### src/bvrc_cfg.svh
// Constants and operation list for the boot vector reset control block
`ifndef BVRC_CFG_SVH
`define BVRC_CFG_SVH
`define BVRC_NUM_DS       2
`define BVRC_MODE_W       3
`define BVRC_MODE_NORMAL  3'h0
`define BVRC_MODE_EEPROM  3'h1
`define BVRC_PULSE_W      4
`define BVRC_PULSE_CYC    4'h8
`define BVRC_PULSE_ZERO   4'h0
`define BVRC_PULSE_ONE    4'h1
`endif

### src/bvrc_pkg.sv
// Types for the boot vector reset control block
package bvrc_pkg;
   typedef struct packed {
      logic       downstream_common_clock_strap;
      logic       upstream_common_clock_strap;
      logic       reset_halt_strap;
      logic [2:0] switch_mode_straps;
      logic       aux_power_disable_n;
   } bvrc_vec_t;
   typedef enum logic [3:0] {
      BVRC_ST_FRESET = 4'h1,
      BVRC_ST_INIT   = 4'h2,
      BVRC_ST_HALT   = 4'h4,
      BVRC_ST_RUN    = 4'h8
   } bvrc_state_t;
endpackage

### src/bvrc_top.sv
// Boot vector capture, reset halt and reset category sorting
`timescale 1ns/100ps
`include "bvrc_cfg.svh"
module bvrc_top (
   input  wire logic                      clk,                 // Core clock
   input  wire logic                      sys_rst,             // Async reset, high
   input  wire logic                      clk_en,              // Freezes state when low
   input  wire logic                      power_on_rst,        // Power-on pulse
   input  wire logic                      fundamental_reset_pin_n, // Reset pin, low active
   input  wire bvrc_pkg::bvrc_vec_t       strap_in,            // Strap pins
   input  wire logic                      warm_reset_trigger_bit, // Control bit write one
   input  wire logic                      halt_clear,          // SMBus clears halt bit
   input  wire logic                      halt_set,            // SMBus sets halt bit
   input  wire logic                      ovr_valid,           // EEPROM override write
   input  wire bvrc_pkg::bvrc_vec_t       ovr_vec,             // EEPROM override value
   input  wire logic                      hot_reset_req,       // Hot reset request
   input  wire logic                      us_sec_bus_reset,    // Upstream sec bus reset
   input  wire logic [`BVRC_NUM_DS-1:0]   ds_sec_bus_reset,    // Downstream sec bus reset
   input  wire logic                      us_sclk_wr,          // Software writes upstream bit
   input  wire logic                      us_sclk_wdata,       // Upstream write value
   input  wire logic [`BVRC_NUM_DS-1:0]   ds_sclk_wr,          // Software writes ds bits
   input  wire logic [`BVRC_NUM_DS-1:0]   ds_sclk_wdata,       // Downstream write values
   output bvrc_pkg::bvrc_vec_t            switch_status_reg,   // Straps from last cold reset
   output logic                           status_halt,         // Halt seen in reset sequence
   output logic                           control_halt,        // Control halt bit
   output bvrc_pkg::bvrc_vec_t            boot_vec,            // Active boot vector
   output logic                           us_link_sclk,        // Upstream slot clock bit
   output logic [`BVRC_NUM_DS-1:0]        ds_link_sclk,        // Downstream slot clock bits
   output logic                           mode_eeprom,         // EEPROM init mode
   output logic                           mode_reserved,       // Reserved mode code
   output logic                           aux_power_en,        // Aux power logic enabled
   output logic                           sticky_rst,          // Clear sticky fields
   output logic                           core_rst,            // Reset non-sticky logic
   output logic                           smbus_master_en,     // Master SMBus running
   output logic                           vbus_hot_rst,        // Internal bus hot reset
   output logic [`BVRC_NUM_DS-1:0]        ds_link_hot_rst,     // Hot reset on ds link
   output logic                           fund_is_cold         // Last fundamental was cold
);
   // ****************************************
   // Reset sequence control
   // ****************************************
   bvrc_pkg::bvrc_state_t state;
   bvrc_pkg::bvrc_state_t next_state;
   logic pin_q;
   logic cold_pending;
   logic pin_seen;
   logic [`BVRC_PULSE_W-1:0] hot_cnt;
   logic [`BVRC_PULSE_W-1:0] next_hot_cnt;
   logic [`BVRC_NUM_DS-1:0] ds_hot;
   logic hot_full;

   wire pin_asserted = !fundamental_reset_pin_n;
   wire pin_release  = pin_q && fundamental_reset_pin_n;
   wire in_freset    = (state == bvrc_pkg::BVRC_ST_FRESET);
   // Warm entry: pin while powered or trigger bit
   wire warm_entry   = (pin_asserted || warm_reset_trigger_bit) && !in_freset;
   wire exit_freset  = in_freset && (pin_seen ? pin_release : fundamental_reset_pin_n);
   // Sample only in fundamental reset at pin release
   wire capture      = exit_freset && pin_seen;
   wire reuse        = exit_freset && !pin_seen;
   wire hot_any      = hot_reset_req || us_sec_bus_reset;
   wire hot_load     = hot_any && (state == bvrc_pkg::BVRC_ST_RUN);
   wire [`BVRC_MODE_W-1:0] mode = boot_vec.switch_mode_straps;

   // Override keeps sampled switch mode, the other fields follow EEPROM
   bvrc_pkg::bvrc_vec_t ovr_merged;
   assign ovr_merged = '{downstream_common_clock_strap: ovr_vec.downstream_common_clock_strap,
                         upstream_common_clock_strap:   ovr_vec.upstream_common_clock_strap,
                         reset_halt_strap:              ovr_vec.reset_halt_strap,
                         switch_mode_straps:            boot_vec.switch_mode_straps,
                         aux_power_disable_n:           ovr_vec.aux_power_disable_n};

   // EEPROM write in INIT lands with the sclk load, so both see the new value
   bvrc_pkg::bvrc_vec_t init_vec;
   assign init_vec = ovr_valid ? ovr_merged : boot_vec;
   wire halt_start = init_vec.reset_halt_strap;

   always_comb begin
      next_state = state;
      unique case (state)
         bvrc_pkg::BVRC_ST_FRESET: begin
            if (exit_freset) begin
               next_state = bvrc_pkg::BVRC_ST_INIT;
            end
         end
         bvrc_pkg::BVRC_ST_INIT: begin
            if (halt_start) begin
               next_state = bvrc_pkg::BVRC_ST_HALT;
            end else begin
               next_state = bvrc_pkg::BVRC_ST_RUN;
            end
         end
         bvrc_pkg::BVRC_ST_HALT: begin
            if (halt_clear && !halt_set) begin
               next_state = bvrc_pkg::BVRC_ST_RUN;
            end
         end
         bvrc_pkg::BVRC_ST_RUN: begin
            next_state = bvrc_pkg::BVRC_ST_RUN;
         end
         default: begin
            next_state = bvrc_pkg::BVRC_ST_FRESET;
         end
      endcase
      if (warm_entry) begin
         next_state = bvrc_pkg::BVRC_ST_FRESET;
      end
   end

   always_comb begin
      next_hot_cnt = hot_cnt;
      if (hot_load) begin
         next_hot_cnt = `BVRC_PULSE_CYC;
      end else if (hot_cnt != `BVRC_PULSE_ZERO) begin
         next_hot_cnt = hot_cnt - `BVRC_PULSE_ONE;
      end
   end

   always_ff @(posedge clk or posedge sys_rst) begin
      if (sys_rst) begin
         state <= bvrc_pkg::BVRC_ST_FRESET;
         pin_q <= 1'b0;
         hot_cnt <= `BVRC_PULSE_ZERO;
         hot_full <= 1'b0;
      end else if (clk_en) begin
         state <= power_on_rst ? bvrc_pkg::BVRC_ST_FRESET : next_state;
         pin_q <= pin_asserted;
         hot_cnt <= next_hot_cnt;
         // Request is a pulse; remember if this is a full hot reset or bus only
         if (hot_load) begin
            hot_full <= hot_reset_req;
         end
      end
   end

   // Cold or warm tag and pin tracking for this sequence
   always_ff @(posedge clk or posedge sys_rst) begin
      if (sys_rst) begin
         cold_pending <= 1'b1;
         pin_seen <= 1'b1;
         fund_is_cold <= 1'b1;
      end else if (clk_en) begin
         if (power_on_rst) begin
            cold_pending <= 1'b1;
            pin_seen <= 1'b0;
         end else if (warm_entry) begin
            pin_seen <= pin_asserted;
         end else if (in_freset && pin_asserted) begin
            pin_seen <= 1'b1;
         end else if (capture) begin
            cold_pending <= 1'b0;
            fund_is_cold <= cold_pending;
         end else if (reuse) begin
            fund_is_cold <= 1'b0;
         end
      end
   end

   // ****************************************
   // Boot vector capture and status
   // ****************************************
   // Reset value is the strap pull default; capture replaces it
   always_ff @(posedge clk or posedge sys_rst) begin
      if (sys_rst) begin
         boot_vec <= '0;
         switch_status_reg <= '0;
      end else if (clk_en) begin
         if (capture) begin
            boot_vec <= strap_in;
            if (cold_pending) begin
               switch_status_reg <= strap_in;
            end
         end else if (ovr_valid && state == bvrc_pkg::BVRC_ST_INIT) begin
            boot_vec <= ovr_merged;
         end
      end
   end

   // Halt bits: set wins over a same-cycle clear
   always_ff @(posedge clk or posedge sys_rst) begin
      if (sys_rst) begin
         status_halt <= 1'b0;
         control_halt <= 1'b0;
      end else if (clk_en) begin
         if (state == bvrc_pkg::BVRC_ST_INIT) begin
            status_halt <= halt_start;
            control_halt <= halt_start;
         end else if (halt_set) begin
            control_halt <= 1'b1;
         end else if (halt_clear) begin
            control_halt <= 1'b0;
         end
      end
   end

   // ****************************************
   // Slot clock configuration bits
   // ****************************************
   wire load_sclk = (state == bvrc_pkg::BVRC_ST_INIT);
   always_ff @(posedge clk or posedge sys_rst) begin
      if (sys_rst) begin
         us_link_sclk <= 1'b0;
      end else if (clk_en) begin
         if (load_sclk) begin
            us_link_sclk <= init_vec.upstream_common_clock_strap;
         end else if (us_sclk_wr) begin
            us_link_sclk <= us_sclk_wdata;
         end
      end
   end

   genvar g;
   generate
      for (g = 0; g < `BVRC_NUM_DS; g++) begin : g_ds
         always_ff @(posedge clk or posedge sys_rst) begin
            if (sys_rst) begin
               ds_link_sclk[g] <= 1'b0;
               ds_hot[g] <= 1'b0;
               ds_link_hot_rst[g] <= 1'b0;
            end else if (clk_en) begin
               if (load_sclk) begin
                  ds_link_sclk[g] <= init_vec.downstream_common_clock_strap;
               end else if (ds_sclk_wr[g]) begin
                  ds_link_sclk[g] <= ds_sclk_wdata[g];
               end
               ds_hot[g] <= ds_sec_bus_reset[g];
               // Held as long as the bridge control bit stays set
               ds_link_hot_rst[g] <= ds_hot[g] && state == bvrc_pkg::BVRC_ST_RUN;
            end
         end
      end
   endgenerate

   // ****************************************
   // Mode decode and reset outputs
   // ****************************************
   wire running   = (state == bvrc_pkg::BVRC_ST_RUN);
   wire next_aux  = boot_vec.aux_power_disable_n;
   // No aux power: sticky fields cannot be kept, so clear them
   wire next_sticky = in_freset || !next_aux;
   always_ff @(posedge clk or posedge sys_rst) begin
      if (sys_rst) begin
         mode_eeprom <= 1'b0;
         mode_reserved <= 1'b0;
         aux_power_en <= 1'b0;
         sticky_rst <= 1'b1;
         core_rst <= 1'b1;
         smbus_master_en <= 1'b0;
         vbus_hot_rst <= 1'b0;
      end else if (clk_en) begin
         mode_eeprom <= (mode == `BVRC_MODE_EEPROM);
         mode_reserved <= (mode != `BVRC_MODE_NORMAL) && (mode != `BVRC_MODE_EEPROM);
         aux_power_en <= next_aux;
         sticky_rst <= next_sticky;
         core_rst <= !running || (hot_cnt != `BVRC_PULSE_ZERO && hot_full);
         smbus_master_en <= !in_freset;
         // Upstream bridge keeps running on a bus-only reset; a full hot reset also raises core_rst
         vbus_hot_rst <= hot_cnt != `BVRC_PULSE_ZERO;
      end
   end
endmodule

### config.mk
export PLATFORM = sky130hd
export DESIGN_NAME = bvrc_top
export DESIGN_NICKNAME = d
export VERILOG_FILES = /design/src/bvrc_pkg.sv /design/src/bvrc_top.sv
export VERILOG_INCLUDE_DIRS = /design/src
export SDC_FILE = /design/constraint.sdc
export NUM_CORES = 1
export LEC_CHECK = 0
export BUFFER_PORTS_ARGS = -buffer_cell sky130_fd_sc_hd__buf_2
export CAP_MARGIN = 25
export CORE_MARGIN = 8
export CORE_UTILIZATION = 46
export DETAILED_ROUTE_END_ITERATION = 6
export PLACE_DENSITY = 0.85
export SYNTH_ARGS = -nofsm -noshare
export SYNTH_HDL_FRONTEND = slang
export SYNTH_SLANG_ARGS = --single-unit
### constraint.sdc
create_clock -name clk -period 1.7 [get_ports clk]
set_input_delay 0.255 -clock clk [delete_from_list [all_inputs] [get_ports clk]]
set_output_delay 0.255 -clock clk [all_outputs]
set_load 0.02 [all_outputs]
==> run_results.csv <==
group,metric,value,unit
outcome,status,"finished, violations left",
outcome,violations,"negative setup slack",
cts,cts_tree,"built",
place,preCtsSetupSlack,-0.0556,ns
finish,drive_gt1_share,51.3,%
finish,multi_input_area,1040,um^2
worst_setup_path,worst-endpoint-required,1.92,ns
worst_setup_path,reg2reg_depth,5,
cts,cts_max_path_buffers,2,
timing,setup_viol,6,
finish,nets,299,
timing,fin_crit,1.73,ns
grt,grt_pass1_vias,1903,
power,combinationalPowerShare,39.5,%
timing,skew,0.00453,ns
cts,clk_pin_slew,0.08,ns
synth,seq_area_frac_synth,50.1,%
worst_setup_path,worstPathArrival,1.96,ns
worst_setup_path,worstSetupEndpointType,"flop",
floorplanning,die-area,7150,um^2
cts,cts_made_buffers,5,
synth,yosys_warnings,0,
worst_setup_path,worstReg2RegStart,"state[2]",
worst_hold_path,hold_class,"input port to asynchronous set/reset pin",
worst_setup_path,cp-start-kind,"flop",
floorplanning,die-height,84.6,um
routing,via_count,1773,
floorplanning,num_rows,25,
floorplanning,core-area,4630,um^2
place,placed_cells,309,
floorplanning,start_util,46.7,%
place,dp_hpwl,3960,um
cts,ctsHtreeMaxLevel,2,
worst_setup_path,worstPathMaxFanout,8,
worst_setup_path,crit_chain,"buf_4, or4b_4, and2_4, o32ai_1, a211oi_1",
worst_setup_path,reg2reg_slack,-0.03,ns
synth,syn_area,2160,um^2
worst_setup_path,slowest_stage,"or4b_4",
grt,grt_max_degree,44,
power,seq_power_share,41.3,%
timing,fin_crit_sh,102,%
grt,gr-total-overflow,0,
finish,seqCellArea,1080,um^2
finish,fillers,392,
synth,synth_seq_cells,43,
timing,drv_slew,0,
power,switching_share,36.9,%
routing,drc,0,
synth,syn-instance-count,195,
floorplanning,io_pins,62,
power,p_clk_share,19.1,%
synth,synthArstFlopShare,100,%
synth,yosysMostFrequentCell,"dfrtp_1",
synth,synth_fp_nets,230,
timing,rsz0062_at_grt,"yes",
timing,setup_slack,-0.0325,ns
power,p_per_area,1370,nW/um^2
power,peakVddDrop,0.806,mV
synth,yosysUniqueCellTypes,46,
finish,largest_reg_flops,7,
worst_setup_path,worst-setup-path-type,"flop to flop",
synth,synth_area_per_cell,11.1,um^2
worst_setup_path,timing.rr.end,"state[0]",
power,p_leak,1.34,nW
timing,max_freq,577,MHz
synth,synth_ff_type,"dfrtp_1",
cts,cts_root_buf,"clkbuf_8",
place,place_congestion,0.855,
grt,track_usage,15.3,%
finish,syn_to_final_growth,28.0,%
synth,synth-edff-count,0,
synth,synthTopCellsByArea,"dfrtp_1, mux2_2, dfstp_2, o21ai_0, nor2_1",
place,io_buffers,58,
floorplanning,fp.dieW,84.6,um
grt,antenna_found_initial,0,
power,p_int,2.40,mW
routing,firstDrtPassIters,4,
routing,routedWlPerCell,17.2,um
synth,synth.top_cell.area_share,42.8,%
synth,synth_top_area_cell,"dfrtp_1",
routing,viasPerCell,5.56,
finish,fin_cells,319,
timing,slew_headroom,64.3,%
cts,holdBufCountCts,0,
worst_setup_path,crit_start,"state[2]",
finish,diodes,0,
routing,wl,5480,um
timing,hold_viol,0,
power,p_sw,1.40,mW
synth,synth.top_cells.by_count,"dfrtp_1, mux2_2, o21ai_0, nor2_1, nand2_1",
routing,drt-initial-drc-count,140,
flow_run,drv_cap,0,
cts,clock-sinks,43,
cts,worstSkewPairLatency,0.30,ns
timing,worst_slew_pin_slew,0.535,ns
worst_setup_path,critPathMaxStageDelay,0.53,ns
routing,postRouteAntennaNets,0,
grt,grt_first_pass_wirelength,8850,um
-- cell families after synthesis --
family          Yosys count  synth area share [%]
buf+inv                  23                  6.08
simple gates             57                  16.5
fa+ha+maj                 2                  1.16
xor+xnor                  3                  1.22
mux                      25                  12.8
flops                    43                  50.1
compound gates           42                  12.1
-- per-layer routing --
metal | share of wire, % | GRT usage (%)
met1 | 41 | 17.5
met2 | 51 | 25.3
met3 | 6.3 | 5.07
met4 | 1.9 | 7.12
met5 | 0 | 0
-- final cells by class --
cell class	instances	area share (%)
clock buffers	7	3.48
clock inverters	1	0.271
inverters	8	1.08
multi-input cells	129	37.6
flip-flops and latches	43	39.2
well taps	54	2.44
repair buffers	77	15.9
-- placed cells by master (no fill, tap or decap), types with 2 or more instances in the layout --
| cell type | instances |
|---|---|
| mux2_4 | 9 |
| inv_1 | 7 |
| xor2_1 | 2 |
| ha_1 | 2 |
| nand2_2 | 2 |
| a22o_1 | 2 |
| o32ai_1 | 2 |
| buf_4 | 17 |
| dfstp_2 | 6 |
| a21oi_1 | 5 |
| clkbuf_8 | 7 |
| buf_2 | 58 |
| nand2_1 | 8 |
| nand3_1 | 7 |
| or4b_4 | 3 |
| and2_4 | 2 |
| o21ai_0 | 17 |
| dfrtp_1 | 36 |
| nor2_1 | 12 |
| a31oi_1 | 6 |
| o2bb2ai_1 | 2 |
| mux2i_1 | 3 |
| mux2_2 | 13 |
| nor3_1 | 3 |
| buf_6 | 2 |
| or2_2 | 2 |
| nand2b_1 | 4 |
-- worst max-delay path by stage --
stage                   to  slack [ns]  depth (start not counted)
3_3_place_gp      next_aux       -0.03                          5
5_1_grt           state[0]        -0.1                          5
6_report          state[0]       -0.03                          5
4_1_cts        boot_vec[5]       -0.05                          5
3_5_place_dp      state[0]       -0.06                          5
2_1_floorplan  boot_vec[4]       -0.06                          6
-- per-stage QoR --
step	util, %	hold WS, ns	total power, mW	instance area [um^2]	setup TNS [ns]
after floorplan	-	0.317	2.55	2190	-0.226
after global placement	55.6	0.415	2.93	2580	-0.106
after detailed placement	55.6	0.424	3.00	2580	-0.238
after CTS	58.4	0.0986	3.76	2700	-0.278
after global routing	59.8	0.124	4.03	2770	-0.587
final	59.8	0.0728	3.80	2770	-0.127
-- worst max-delay path, delay by kind of cell (launching register included) --
family          cells  cell delay [ns]
simple gates        2             0.70
buf+inv             1             0.20
compound gates      2             0.30
flops               1             0.45
-- power by group through the flow --
stage                     clock (mW)  combinational [mW]  sequential [mW]
after global placement             0                1.37             1.56
after floorplan                    0               0.761             1.79
after detailed placement           0                1.42             1.58
after CTS                      0.748                1.45             1.56
after global routing           0.781                1.63             1.62
final                          0.728                1.50             1.57
-- repair_timing --
action | 4_1_cts | 5_1_grt
endpoints found under the setup margin | 15 | 20
gates resized for setup | 5 | 16
pin swaps | 1 | 5
setup buffers | 1 | 3
(Power assumes the default switching activity.)
